**config.mk**
```make
export PLATFORM = sky130hd
export DESIGN_NAME = adcc_ctrl
export DESIGN_NICKNAME = d
export VERILOG_FILES = /design/src/adcc_pkg.sv /design/src/adcc_tad_gen.sv /design/src/adcc_sar.sv /design/src/adcc_ctrl.sv
export SDC_FILE = /design/constraint.sdc
export NUM_CORES = 1
export LEC_CHECK = 0
export ABC_CLOCK_PERIOD_IN_PS = 4130
export BUFFER_PORTS_ARGS = -buffer_cell sky130_fd_sc_hd__buf_2
export CAP_MARGIN = 30
export CORE_MARGIN = 5
export CORE_UTILIZATION = 60
export DETAILED_ROUTE_END_ITERATION = 8
export PLACE_DENSITY = 0.86
export SYNTH_ARGS = -nofsm -noshare
export SYNTH_HDL_FRONTEND = slang
export SYNTH_SLANG_ARGS = --single-unit
```
**constraint.sdc**
```tcl
create_clock -name clk -period 4.13 [get_ports clk]
set_clock_uncertainty 0.2 [all_clocks]
set_input_delay 0.2065 -clock clk [delete_from_list [all_inputs] [get_ports clk]]
set_output_delay 0.2065 -clock clk [all_outputs]
set_load 0.01 [all_outputs]
```
**src/adcc_pkg.sv**
```systemverilog
// Shared constants, state type and decode helpers for the converter sequencer
package adcc_pkg;
   // Conversion clock select codes
   localparam logic [1:0] CS_2TOSC = 2'h0;
   localparam logic [1:0] CS_8TOSC = 2'h1;
   localparam logic [1:0] CS_32TOSC = 2'h2;
   localparam logic [1:0] CS_RC = 2'h3;
   // Half bit period in oscillator periods for each divisor
   localparam logic [4:0] HALF_2TOSC = 5'h01;
   localparam logic [4:0] HALF_8TOSC = 5'h04;
   localparam logic [4:0] HALF_32TOSC = 5'h10;
   // Compare unit special trigger mode
   localparam logic [3:0] CMP_SPECIAL_TRIGGER = 4'hB;
   localparam int RESULT_W = 8;
   localparam logic [RESULT_W-1:0] SAR_TOP_BIT = 8'h80;
   localparam logic [2:0] SAR_TOP_IDX = 3'h7;
   // Sequence lengths in half bit periods: 9.5 periods per conversion
   localparam logic [4:0] CONV_HALVES = 5'h13;
   localparam logic [4:0] SETUP_HALVES = 5'h03;
   // Capacitor stays disconnected for two bit periods after a conversion
   localparam logic [4:0] HOLD_HALVES = 5'h04;
   // Clock and instruction cycle timing
   localparam int CLK_PERIOD_NS = 100;
   localparam int INSTR_CYCLE_NS = 400;
   localparam logic [2:0] INSTR_CYCLES = 3'((INSTR_CYCLE_NS + CLK_PERIOD_NS - 1) / CLK_PERIOD_NS);

   typedef enum logic [2:0] {ST_OFF, ST_ACQ, ST_RCWAIT, ST_CONV, ST_HOLD, ST_PWRDN} adcc_state_t;

   function automatic logic adcc_is_rc(input logic [1:0] sel);
      adcc_is_rc = (sel == CS_RC);
   endfunction

   function automatic logic [4:0] adcc_half_period(input logic [1:0] sel);
      case (sel)
         CS_2TOSC: adcc_half_period = HALF_2TOSC;
         CS_8TOSC: adcc_half_period = HALF_8TOSC;
         default: adcc_half_period = HALF_32TOSC;
      endcase
   endfunction

   function automatic logic adcc_busy(input adcc_state_t st);
      adcc_busy = (st == ST_CONV) || (st == ST_RCWAIT);
   endfunction
endpackage

```
**src/adcc_tad_gen.sv**
```systemverilog
// Half bit period enable generator for the conversion clock
`timescale 1ns/1ps
module adcc_tad_gen
   import adcc_pkg::*;
(
   input wire logic clk,
   input wire logic rst,
   input wire logic run,
   input wire logic [1:0] clk_sel,
   input wire logic rc_half_tick,
   output logic half_tick
);
   logic [4:0] cnt_r;

   // Divider follows the live select so a mid-conversion switch takes effect at once
   always_ff @(posedge clk) begin
      if (rst || !run) begin
         cnt_r <= 5'h00;
         half_tick <= 1'b0;
      end else if (adcc_is_rc(clk_sel)) begin
         cnt_r <= 5'h00;
         half_tick <= rc_half_tick;
      end else if (cnt_r >= adcc_half_period(clk_sel) - 5'h01) begin
         // >= so a switch to a shorter divisor never lets the count run away
         cnt_r <= 5'h00;
         half_tick <= 1'b1;
      end else begin
         cnt_r <= cnt_r + 5'h01;
         half_tick <= 1'b0;
      end
   end
endmodule

```
**src/adcc_sar.sv**
```systemverilog
// Successive approximation register, one decision per step
`timescale 1ns/1ps
module adcc_sar
   import adcc_pkg::*;
(
   input wire logic clk,
   input wire logic rst,
   input wire logic load,
   input wire logic step,
   input wire logic cmp_in,
   output logic [RESULT_W-1:0] bits,
   output logic [RESULT_W-1:0] trial
);
   logic [RESULT_W-1:0] mask_r;
   logic [2:0] idx_r;

   // Decided bits plus the bit now under trial drive the comparator DAC
   assign trial = bits | mask_r;

   // Load clears the code; each step keeps or drops the trial bit
   always_ff @(posedge clk) begin
      if (rst || load) begin
         bits <= '0;
         mask_r <= SAR_TOP_BIT;
         idx_r <= SAR_TOP_IDX;
      end else if (step) begin
         bits[idx_r] <= cmp_in;
         mask_r <= mask_r >> 1;
         idx_r <= idx_r - 3'h1;
      end
   end
endmodule

```
**src/adcc_ctrl.sv**
```systemverilog
// Conversion control sequencer for the 8-bit converter
// Operation
// - Abort via go/done clear keeps last completed or software-written result.
// - After abort wait two bit periods, then acquire selected channel automatically.
// - Completion clears go/done and stores the new 8-bit result.
// - Acquisition time is the same whatever resolution is intended.
// - Clock may switch mid-conversion only among oscillator divisors, never RC.
// - With RC clock, wait one instruction cycle after start before converting.
// - Completion in sleep with RC clock and interrupt enabled wakes processor.
// - Completion in sleep, RC, interrupt disabled powers down; on bit stays set.
// - Sleep with oscillator clock aborts conversion and powers down; on stays set.
// - Any reset restores control values, switches off, aborts conversion.
// - Power-on reset leaves the result register uninitialised.
// - Compare trigger in mode 1011 with converter on starts conversion, clears timer.
// - With converter off, trigger starts nothing but still clears timer.
// - A full conversion takes nine and a half bit periods.
// - Select field picks 2, 8, 32 oscillator periods or RC per bit.
// - Completion also sets the conversion done flag.
// - After completion capacitor stays disconnected two bit periods before acquiring.
`timescale 1ns/1ps
module adcc_ctrl
   import adcc_pkg::*;
(
   input wire logic clk,
   input wire logic rst,
   input wire logic wr_ctrl,
   input wire logic wr_on,
   input wire logic wr_go,
   input wire logic [1:0] wr_clk_sel,
   input wire logic wr_result,
   input wire logic [RESULT_W-1:0] wr_result_data,
   input wire logic clr_done_flag,
   input wire logic conversion_irq_enable,
   input wire logic sleep,
   input wire logic [3:0] compare_mode_select,
   input wire logic compare_event,
   input wire logic rc_half_tick,
   input wire logic cmp_in,
   output logic converter_on,
   output logic go_done,
   output logic [1:0] conversion_clock_select,
   output logic [RESULT_W-1:0] conversion_result,
   output logic conversion_done_flag,
   output logic wake_request,
   output logic timer_clear,
   output logic converter_powered,
   output logic sample_connect,
   output logic [RESULT_W-1:0] sar_trial
);
   adcc_state_t st_r;
   logic [4:0] half_r;
   logic [4:0] half_nxt;
   logic [2:0] wait_r;
   logic on_r;
   logic go_r;
   logic flag_r;
   logic wake_r;
   logic tclr_r;
   logic [1:0] sel_r;
   logic [RESULT_W-1:0] result_r;
   logic half_tick;
   logic run_tad;
   logic [RESULT_W-1:0] sar_bits;
   logic special;
   logic trig_start;
   logic sw_start;
   logic go_set;
   logic go_kill;
   logic off_req;
   logic abort_req;
   logic osc_sleep_abort;
   logic conv_done;
   logic sar_step;
   logic sel_ok;

   // Bit clock runs through conversion and the post-conversion hold
   assign run_tad = (st_r == ST_CONV) || (st_r == ST_HOLD);
   assign half_nxt = half_r + 5'h01;

   // Request decode
   assign special = compare_event && (compare_mode_select == CMP_SPECIAL_TRIGGER);
   assign trig_start = special && on_r;
   assign sw_start = wr_ctrl && wr_go && wr_on;
   assign go_set = sw_start || trig_start;
   assign off_req = wr_ctrl && !wr_on;
   assign abort_req = wr_ctrl && !wr_go && adcc_busy(st_r);
   // Oscillator clocks stop in sleep, so anything in flight is lost
   assign osc_sleep_abort = sleep && !adcc_is_rc(sel_r) && on_r && (st_r != ST_OFF) && (st_r != ST_PWRDN);
   assign go_kill = off_req || (!on_r && !sw_start) || osc_sleep_abort;
   assign conv_done = (st_r == ST_CONV) && half_tick && (half_nxt == CONV_HALVES) && !wr_ctrl
      && !osc_sleep_abort;
   // Decisions at half periods 4, 6 ... 18 after 1.5 periods of setup
   assign sar_step = (st_r == ST_CONV) && half_tick && (half_nxt > SETUP_HALVES) && !half_nxt[0]
      && (half_nxt < CONV_HALVES);
   // Switching to or from RC while busy would glitch the bit clock
   assign sel_ok = !adcc_busy(st_r) || (!adcc_is_rc(sel_r) && !adcc_is_rc(wr_clk_sel));

   adcc_tad_gen u_tad (
      .clk(clk),
      .rst(rst),
      .run(run_tad),
      .clk_sel(sel_r),
      .rc_half_tick(rc_half_tick),
      .half_tick(half_tick)
   );

   adcc_sar u_sar (
      .clk(clk),
      .rst(rst),
      .load(st_r != ST_CONV),
      .step(sar_step),
      .cmp_in(cmp_in),
      .bits(sar_bits),
      .trial(sar_trial)
   );

   // Sequencer; later overrides take priority: off over sleep over abort
   always_ff @(posedge clk) begin
      if (rst) begin
         st_r <= ST_OFF;
         half_r <= 5'h00;
         wait_r <= 3'h0;
      end else begin
         case (st_r)
            ST_OFF: begin
               if (on_r) begin
                  st_r <= ST_ACQ;
               end
            end
            ST_ACQ: begin
               // Acquisition length is set by the start request (software write or compare trigger), not by resolution
               if (go_r) begin
                  half_r <= 5'h00;
                  wait_r <= 3'h0;
                  st_r <= adcc_is_rc(sel_r) ? ST_RCWAIT : ST_CONV;
               end
            end
            ST_RCWAIT: begin
               // Gives the sleep instruction time to quiet digital noise
               wait_r <= wait_r + 3'h1;
               if (wait_r == INSTR_CYCLES - 3'h1) begin
                  st_r <= ST_CONV;
               end
            end
            ST_CONV: begin
               if (half_tick) begin
                  half_r <= half_nxt;
               end
               if (conv_done) begin
                  half_r <= 5'h00;
                  st_r <= (sleep && !conversion_irq_enable) ? ST_PWRDN : ST_HOLD;
               end
            end
            ST_HOLD: begin
               if (half_tick) begin
                  half_r <= half_nxt;
               end
               if (half_tick && (half_nxt == HOLD_HALVES)) begin
                  st_r <= ST_ACQ;
               end
            end
            ST_PWRDN: begin
               if (!sleep) begin
                  half_r <= 5'h00;
                  st_r <= ST_HOLD;
               end
            end
            default: st_r <= ST_OFF;
         endcase
         if (abort_req) begin
            half_r <= 5'h00;
            st_r <= ST_HOLD;
         end
         if (osc_sleep_abort) begin
            st_r <= ST_PWRDN;
         end
         if (!on_r || off_req) begin
            st_r <= ST_OFF;
         end
      end
   end

   // Converter on bit and clock select
   always_ff @(posedge clk) begin
      if (rst) begin
         on_r <= 1'b0;
         sel_r <= CS_2TOSC;
      end else if (wr_ctrl) begin
         on_r <= wr_on;
         if (sel_ok) begin
            sel_r <= wr_clk_sel;
         end
      end
   end

   // Go/done: a new start beats a completion in the same cycle
   always_ff @(posedge clk) begin
      if (rst) begin
         go_r <= 1'b0;
      end else if (go_kill) begin
         go_r <= 1'b0;
      end else if (go_set) begin
         go_r <= 1'b1;
      end else if (conv_done || (wr_ctrl && !wr_go)) begin
         go_r <= 1'b0;
      end
   end

   // Result has no reset: contents survive every reset
   always_ff @(posedge clk) begin
      if (conv_done) begin
         result_r <= sar_bits;
      end else if (wr_result) begin
         result_r <= wr_result_data;
      end
   end

   // Done flag, set wins over clear
   always_ff @(posedge clk) begin
      if (rst) begin
         flag_r <= 1'b0;
      end else if (conv_done) begin
         flag_r <= 1'b1;
      end else if (clr_done_flag) begin
         flag_r <= 1'b0;
      end
   end

   // Wake pulse and timer clear pulse
   always_ff @(posedge clk) begin
      if (rst) begin
         wake_r <= 1'b0;
         tclr_r <= 1'b0;
      end else begin
         wake_r <= conv_done && sleep && adcc_is_rc(sel_r) && conversion_irq_enable;
         tclr_r <= special;
      end
   end

   assign converter_on = on_r;
   assign go_done = go_r;
   assign conversion_clock_select = sel_r;
   assign conversion_result = result_r;
   assign conversion_done_flag = flag_r;
   assign wake_request = wake_r;
   assign timer_clear = tclr_r;
   assign converter_powered = (st_r != ST_OFF) && (st_r != ST_PWRDN);
   assign sample_connect = (st_r == ST_ACQ);

   // Checker helpers: half periods seen in conversion and in hold
   logic [4:0] conv_cnt_r;
   logic [4:0] hold_cnt_r;
   always_ff @(posedge clk) begin
      if (rst || (st_r != ST_CONV)) begin
         conv_cnt_r <= 5'h00;
      end else if (half_tick) begin
         conv_cnt_r <= conv_cnt_r + 5'h01;
      end
   end
   always_ff @(posedge clk) begin
      if (rst || (st_r != ST_HOLD)) begin
         hold_cnt_r <= 5'h00;
      end else if (half_tick) begin
         hold_cnt_r <= hold_cnt_r + 5'h01;
      end
   end
endmodule

```
# Yosys cells after proc, flatten, opt, wreduce, memory -nomap -nowiden
# Index checks and enable logic that the tools add are counted.
# W data, S select, Z words.
dict set report word_totals {
  ff_bits 51
  out_inout_bits 25
}
dict set report op_classes {
  addsub 5
  bitwise_logic 1
  reduce_logical 67
  mux 32
  eq_ne 26
  magnitude_cmp 5
}
# operator n
set ops {}
lappend ops {{$mux W5} 6}
lappend ops {{$logic_and A1 B1 Y1} 27}
lappend ops {{$mux W3} 9}
lappend ops {{$pmux W5 S4} 1}
lappend ops {{$pmux W3 S6} 1}
lappend ops {{$mux W8} 2}
lappend ops {{$logic_not A1 Y1} 12}
lappend ops {{$ne A4 B4 Y1 const B} 3}
lappend ops {{$reduce_and A6 Y1} 2}
lappend ops {{$add A5 B1 Y5 const B} 2}
lappend ops {{$logic_or A1 B1 Y1} 10}
lappend ops {{$pmux W5 S2} 1}
lappend ops {{$eq A3 B2 Y1 const B} 3}
lappend ops {{$mux W1} 9}
lappend ops {{$bwmux W8} 1}
lappend ops {{$ne A4 B3 Y1 const B} 2}
lappend ops {{$or A8 B8 Y8} 1}
lappend ops {{$reduce_bool A2 Y1} 4}
lappend ops {{$eq A3 B3 Y1 const B} 2}
lappend ops {{$ne A2 B1 Y1 const B} 3}
lappend ops {{$ne A2 B2 Y1 const B} 3}
lappend ops {{$pmux W3 S2} 1}
lappend ops {{$reduce_or A2 Y1} 3}
lappend ops {{$eq A5 B3 Y1 const B} 1}
lappend ops {{25 further kinds} 27}

# Longest topological paths before layout
# Gate-level depths: netlist (run 1).
dict set report depth {
  ltp_word 12
  depth_mapped 7
  depth_no_buf 7
}

# Modules after synthesis
# From an unflattened synthesis (run 1), not the netlist that was laid out.
dict set report hier_totals {
  cells_unflattened 306
  area_unflattened_um2 2930.3
}
# module n_inst cells_per_inst seq_area_each_um2 area_each_um2
set by_module_without_submodules {}
lappend by_module_without_submodules {adcc_ctrl 1 178 600.6 1657.8}
lappend by_module_without_submodules {adcc_sar 1 88 380.4 914.6}
lappend by_module_without_submodules {adcc_tad_gen 1 40 120.1 357.8}

# Least setup slack after synthesis (run 1)
# OpenSTA, ideal clock, no wires.
dict set report synth_path {
  path_kind {flip-flop to flip-flop}
  startpoint {register half_r[0]}
  endpoint {register result_r[0] (netlist: conversion_result[0]), enable pin}
  required_ns 3.600
  period_less_slack_ns 2.310
  path_buffers 1
  stages_incl_launch_ff 7
  arrival_ns 1.780
  setup_slack_ns 1.820
  path_cell_list {dfxtp_1 -> ha_1 -> and3_1 -> xnor2_1 -> nor4_4 -> buf_6 -> or2_1}
}
dict set report synth_between {
  elab_chain_cells 6
}
# element line
set synth_rtl {}
lappend synth_rtl {{from (decl)} adcc_ctrl.sv:51} ;# logic [4:0] half_r;
lappend synth_rtl {{from (signal assigned)} adcc_ctrl.sv:147} ;# half_r <= half_nxt;
lappend synth_rtl {{from (signal assigned)} adcc_ctrl.sv:156} ;# half_r <= half_nxt;
lappend synth_rtl {{$add A5 B1 Y5} adcc_ctrl.sv:78} ;# assign half_nxt = half_r + 5'h01;
lappend synth_rtl {{$eq A5 B5 Y1} adcc_ctrl.sv:90} ;# assign conv_done = (st_r == ST_CONV) && half_tick && (half_nxt == CONV_HALVES) && !wr_ctrl
lappend synth_rtl {{$logic_and A1 B1 Y1 (2 in a row)} adcc_ctrl.sv:90}
lappend synth_rtl {{$logic_and A1 B1 Y1} adcc_ctrl.sv:91} ;# && !osc_sleep_abort;
lappend synth_rtl {{$reduce_bool A2 Y1 (no line)} n/a}
lappend synth_rtl {{to (signal assigned)} adcc_ctrl.sv:212} ;# result_r <= sar_bits;
lappend synth_rtl {{to (signal assigned)} adcc_ctrl.sv:214} ;# result_r <= wr_result_data;
lappend synth_rtl {{to (decl)} adcc_ctrl.sv:60} ;# logic [RESULT_W-1:0] result_r;
# No other way between the ends.
# A chain may end at the register's enable or synchronous reset.

# Worst setup path after layout (run 1)
dict set report layout_path {
  startpoint {register half_r[0]}
  endpoint {register result_r[4] (netlist: conversion_result[4]), enable pin}
}
# The elaborated chain is that of the path after synthesis.

==> key figures, run 1 <==
Global routing
  – Vias in the first global route: approximately 2400
  – Antenna violations before repair: 0
  – GRT Util Overall: between 20 and 25%
  – Total gr overflow: 0
  – First-pass GRT wire length: approximately 11 mm
  – Pin count of the biggest net entering global routing: 22

Synthesis
  – Synth top area cells: dfxtp_1, edfxtp_1, ha_1
  – Most used DFF post-synth: dfxtp_1
  – Synth top cells by count: dfxtp_1, nor2_1, a21oi_1
  – Yosys cell types: 60
  – Top cell type by total area after synthesis: dfxtp_1
  – Syn. warnings: 0
  – Mapped Area: 2818 sq um
  – Post-synthesis sequential area ratio: between 30% and 40%
  – EDFF count, synth: 8
  – Syn Area/Cell: a little under 9 sq um
  – #FFs+latches synth: 51
  – Yosys top cell area share: between 30 and 40%
  – Syn nets: between 300 and 400
  – Most common cell in the netlist: dfxtp_1
  – Syn Inst Count: between 300 and 400
  – Async S/R FF share, synth: 0%

Routing
  – Final ANT Viol Nets: 0
  – DRT Pass-1 Iters: 4
  – Routed WL: 6.646 mm
  – WL/cell: approximately 15 microns
  – Detailed Route Iter0 Violations: around 280
  – Via count: about 2600
  – # DRC: 0
  – Via density: ~6.1

Finish
  – Register Area: around 1100 sq um
  – Fillers: 342
  – Area of the multi-input gates: 1587 sq um
  – Antenna diodes: 0
  – Layout Nets: roughly 410
  – Synthesis-to-finish area growth: 16.34%
  – Layout cell share with drive strength beyond 1: ~22%
  – Fin util: between 70 and 80%
  – Post-route cell area: around 3300 sq um

Worst setup path
  – Crit path kind: reg -> reg
  – Critical Path Sink Type: flip-flop
  – Required @ worst endpoint: 3900 ps
  – Crit path max fanout: 13
  – CP arrival: 2610 ps
  – FF-to-FF setup slack: around 1300 ps
  – Crit start category: flip-flop

Place
  – Post-DP HPWL: roughly 4.7 mm
  – RePlAce Congestion: ~0.89
  – DP Area: between 3000 and 4000 sq um
  – Port bufs: 50

STA
  – Tcrit/Tclk final: between 60% and 70%
  – Setup TNS Final: 0 ps
  – Relative slew slack: between 40 and 50%
  – RSZ-0062 raised after global routing: false
  – Hold Fails Final Rpt: 0
  – # setup viols final: 0
  – Count of final max-slew check failures: 0
  – Slew of the pin with the lowest slew margin: approximately 820 ps
  – Fmax: 0.3525 GHz
  – Min cycle time layout: roughly 2800 ps

Power
  – P_leak: ~1.3 nW
  – Power per cell area: approximately 270 nW/um^2
  – Peak supply drop: ~0.23 mV

Job
  – Max cap viols: 0

Floorplanning
  – DIE AREA: ~6000 sq um
  – Core area: between 4000 and 5000 sq um
  – Die H: around 79 microns
  – Total I/O pin count: 51
  – Die width: between 70 and 80 microns
  – Rows: 25
  – Initial Util: roughly three fifths

Clock tree
  – Skew-Pair Late Insertion Delay: 300 ps
  – CTS max path bufs: 2
  – H-tree depth: 2
  – Cts bufs inserted: 5
  – Setup repair bufs after CTS: 0
  – Clock root buffer: clkbuf_8
  – CTS clk-pin slew, worst paths: about 90 ps
  – CTS tree: done
  – # resized after CTS: 0
  – # clock sinks: between 50 and 60

Run status
  – Outcome: finished clean

Worst hold path
  – HP Class: in -> reg
-- path summary, 6_finish.rpt --
path,from,end,depth (start not counted)
worst max register to register,half_r[0],conversion_result[4],5
worst min register to register,u_sar.mask_r[1],u_sar.mask_r[0],2
worst min-delay path,sleep,wake_request,3
worst max-delay path,half_r[0],conversion_result[4],5
-- final cells by class --
| class | count | share of cell area [%] |
|---|---|---|
| flip-flops and latches | 51 | 33.59 |
| multi-input cells | 238 | 48.40 |
| clock buffers | 6 | 2.214 |
| repair buffers | 63 | 11.60 |
| inverters | 15 | 1.718 |
| well taps | 54 | 2.061 |
| clock inverters | 2 | 0.4198 |
-- report_power, final --
group	switching, mW	leakage (nW)	internal (mW)
clock network	0.163	0.0452	0.120
logic	0.0397	0.831	0.0387
registers	0.00523	0.425	0.513
-- metrics by stage --
step           hold slack (ps)  power (mW)  cells  worst slack, ps
5_1_grt                  3.973      0.9211    429             1119
3_3_place_gp             256.3      0.5945    408             1470
3_5_place_dp             264.5      0.5974    408             1346
2_1_floorplan            140.6      0.5668    319             1820
6_report                 12.25      0.8794    429             1293
4_1_cts                  9.477      0.8846    429             1325
-- cell families after synthesis --
family | Yosys count | share of synthesized area [%]
AO/OA/AOI/OAI | 77 | 18.30
XOR/XNOR | 12 | 4.263
adder cells (fa/ha/maj) | 13 | 5.773
buffers and inverters | 30 | 4.618
flip-flops | 51 | 39.08
multiplexers | 11 | 4.263
AND/OR/NAND/NOR | 125 | 23.71
-- flip-flops by register name, summed over array words and instances (netlist names), 2 cells and up --
signal and count:
u_sar.mask_r 8, conversion_clock_select 2, u_sar.idx_r 3, conversion_result 8, u_sar.bits 8, u_tad.cnt_r 5, st_r 3, half_r 5
wait_r 3
-- per-layer routing --
layer	vias up	GRT usage [%]	share of wire, %
li1	1269	-	-
met1	1241	28.80	43
met2	88	37.52	50
met3	10	3.440	5.7
met4	0	6.469	1.3
met5	-	0	0
-- repair_timing --
action	4_1_cts	5_1_grt
hold endpoints to repair	12	0
endpoints found under the setup margin	0	0
hold buffers	13	0
-- worst max-delay path, cell delays in order (launching register included) --
cell and delay, ps:
dfxtp_1 460, ha_1 360, and3_1 250, xnor2_1 130
nor4_4 700, or2_1 410
-- cell usage in the layout (no fill, tap or decap), types with 7 or more instances in the layout --
| master | synthesis | layout |
|---|---|---|
| nor3_1 | 12 | 12 |
| o21ai_0 | 18 | 18 |
| nand2_1 | 21 | 21 |
| nand2b_1 | 7 | 7 |
| inv_1 | 14 | 14 |
| ha_1 | 13 | 13 |
| nand4_1 | 7 | 7 |
| dlygate4sd3_1 | 0 | 13 |
| dfxtp_1 | 43 | 43 |
| nand3_1 | 22 | 22 |
| edfxtp_1 | 8 | 8 |
| a21oi_1 | 23 | 23 |
| buf_2 | 2 | 50 |
| nor2_1 | 24 | 24 |
| or2_2 | 12 | 12 |
No activity file was read; power rests on OpenSTA's default activity.
==> inputs of run 2 (changes only) <==
- ABC_AREA: not set -> 1
- ABC_CLOCK_PERIOD_IN_PS: 4130 -> 2400
- CORE_UTILIZATION: 60 -> 50
- PLACE_DENSITY: 0.86 -> 0.77
- clock period: 4.13 -> 2.4 ns (I/O delays scaled with it)
==> key figures, run 2 <==
Run status
  – Outcome: finished clean

Power
  – Internal: 1.177 mW
  – Clk pwr share: 32.2%
  – Power per cell area: approximately 480 nW/um^2
  – Combinational Power Share: between 10% and 20%
  – Sw frac: between 20% and 30%
  – Peak supply drop: 0.2995 mV
  – Switching Power: 390.7 uW
  – Final total power: 1.568 mW
  – P_leak: roughly 1.5 nW
  – Sequential Power Share: a little under three fifths

Worst setup path
  – Crit path kind: reg -> reg
  – Cell Chain, Critical Path: ha_1 -> or2_1 -> and2_4 -> nor2_1 -> nand3_1 -> buf_4 -> nand2_1
  – Slowest cell on the critical path: dfxtp_1
  – Top delay family on crit path: simple AND/OR/NAND/NOR gates
  – Crit path max fanout: 18
  – Crit path launch: half_r[0]
  – Critical Path Sink Type: flip-flop
  – Crit start category: flip-flop
  – CP arrival: 2000 ps
  – Worst reg2reg startpoint: half_r[0]
  – WP buf/inv: 1
  – Worst path max stage delay: approximately 330 ps
  – Required @ worst endpoint: around 2200 ps

Synthesis
  – #FFs+latches synth: between 50 and 60
  – Most used DFF post-synth: dfxtp_1
  – Top cell type by total area after synthesis: dfxtp_1
  – Syn Inst Count: 362
  – Synth top cells by count: nand2_1, inv_1, dfxtp_1
  – Most common cell in the netlist: nand2_1
  – Yosys top cell area share: ~33%
  – Syn Area/Cell: about 7.2 sq um
  – EDFF count, synth: 8
  – Post-synthesis sequential area ratio: a little over two fifths
  – Synth top area cells: dfxtp_1, nand2_1, edfxtp_1
  – Syn. warnings: 0
  – Async S/R FF share, synth: 0%
  – Syn nets: between 400 and 500
  – Yosys cell types: 28
  – Mapped Area: between 2000 and 3000 sq um

Routing
  – DRT Pass-1 Iters: 5
  – WL/cell: about 12 microns
  – # DRC: 0
  – Via count: approximately 2500
  – Final ANT Viol Nets: 0
  – Via density: 4.906
  – Detailed Route Iter0 Violations: 166
  – Routed WL: approximately 6 mm

STA
  – Count of final max-slew check failures: 0
  – RSZ-0062 raised after global routing: false
  – Min cycle time layout: approximately 2200 ps
  – Setup TNS Final: 0 ps
  – Slew of the pin with the lowest slew margin: between 400 and 500 ps
  – Tcrit/Tclk final: between 90 and 100%
  – Relative slew slack: between 70 and 80%
  – Hold Fails Final Rpt: 0
  – Fmax: about 0.45 GHz
  – # setup viols final: 0

Finish
  – Non-filler instance count after layout: ~510
  – Commonest non-fill, non-tap cells in the layout: nand2_1, inv_1, buf_2, dfxtp_1, nor2_1
  – Post-route cell area: roughly 3300 sq um
  – Antenna diodes: 0
  – Layout cell share with drive strength beyond 1: 15.61%
  – Fillers: around 460
  – Fin util: between 60% and 70%
  – Layout Nets: 480
  – Most common cell after layout, fill and taps aside: nand2_1
  – Synthesis-to-finish area growth: 24.79%

Floorplanning
  – Die width: roughly 80 microns
  – DIE AREA: ~6800 sq um
  – Initial Util: 51.30%
  – Die H: a little over 80 microns
  – Core area: around 5000 sq um
  – Total I/O pin count: between 50 and 60
  – Rows: 26

Worst hold path
  – HP Class: in -> reg
  – Hold path startpoint: compare_mode_select[2]

Clock tree
  – CTS clk-pin slew, worst paths: 100 ps
  – Skew-Pair Late Insertion Delay: 310 ps
  – Setup repair bufs after CTS: 0
  – H-tree depth: 2
  – CTS max path bufs: 2
  – # clock sinks: 51
  – Clock root buffer: clkbuf_8
  – Cts bufs inserted: 5
  – CTS tree: done

Global routing
  – Vias in the first global route: roughly 2300
  – First-pass GRT wire length: between 9 and 10 mm
  – Antenna violations before repair: 0
  – GRT Util Overall: a little under a fifth
  – Pin count of the biggest net entering global routing: 20
  – Total gr overflow: 0

Place
  – Port bufs: 50
  – RePlAce Congestion: ~0.93
  – Post-DP HPWL: 4.380 mm
  – DP Area: approximately 3000 sq um
  – Dpl cells: between 400 and 500

Job
  – Max cap viols: 0
==> run 2: cell count changes after synthesis, sizes merged, moves of 8 or more <==
| cell | before | now |
|---|---|---|
| mux2 | 8 | 0 |
| clkbuf | 11 | 1 |
| nor2 | 24 | 43 |
| o21ai | 19 | 36 |
| a21oi | 23 | 35 |
| or2 | 13 | 2 |
| nand2 | 21 | 71 |
| inv | 15 | 59 |
| nor3 | 13 | 5 |
==> run 2: stage by stage <==
stage                     hold WS [ps]  setup WS (ps)
after floorplan                 -10.93          317.5
after global placement           180.2          255.7
after global routing             56.68          59.38
after detailed placement         175.5          214.2
after CTS                        26.19          182.2
final                            35.03          186.4
==> run 2: worst reg2reg max path, stage by stage, from the launching register on <==
cell and delay (ps):
dfxtp_1 330, ha_1 220, or2_1 230, and2_4 150, nor2_1 120, nand3_1 150, buf_4 220, nand2_1 270
==> run 2: power groups by stage <==
stage	registers [mW]	clock network, mW	logic (mW)
finish	0.897	0.504	0.166
global route	0.900	0.547	0.185
CTS	0.898	0.519	0.163
detailed placement	0.917	0	0.139
global placement	0.918	0	0.135
floorplan	0.925	0	0.0713
==> run 2: metal layers <==
layer	part of all wire, %	vias up	track usage [%]	routed length, microns
li1	-	1332	-	-
met1	45	1113	23.63	2673
met2	49	58	31.81	2937
met3	4.6	9	3.145	277
met4	1.6	0	6.977	93
met5	0	-	0	0
==> run 2: logic make-up (layout without fill, tap and decap cells) <==
group | Yosys count | count (layout) | share of synthesized area [%]
mux | 1 | 1 | 0.3821
fa+ha+maj | 13 | 13 | 6.208
xor+xnor | 4 | 4 | 1.337
compound gates | 77 | 77 | 15.42
buf+inv | 63 | 143 | 9.359
flops | 51 | 51 | 42.02
simple gates | 153 | 153 | 25.26
==> run 2: timing repair <==
action,CTS,global route
hold buffers,21,0
setup endpoints to repair,0,0
gates resized for setup,0,0
endpoints found under the hold margin,22,0
==> run 2: worst paths after layout <==
kind              cells after the start  slack [ps]              endpoint
hold reg to reg                       1         260        u_tad.cnt_r[0]
setup reg to reg                      7         190  conversion_result[7]
setup / recovery                      7         190  conversion_result[7]
hold / removal                        6          40               go_done
==> run 2: final cells by class <==
type	count	area [sq um]	share of cell area [%]
multi-input cells	248	1274	38.96
flip-flops and latches	51	1101	33.68
repair buffers	76	498.0	15.23
inverters	59	221.5	6.774
well taps	70	87.58	2.679
clock buffers	6	72.57	2.220
clock inverters	2	15.01	0.4592
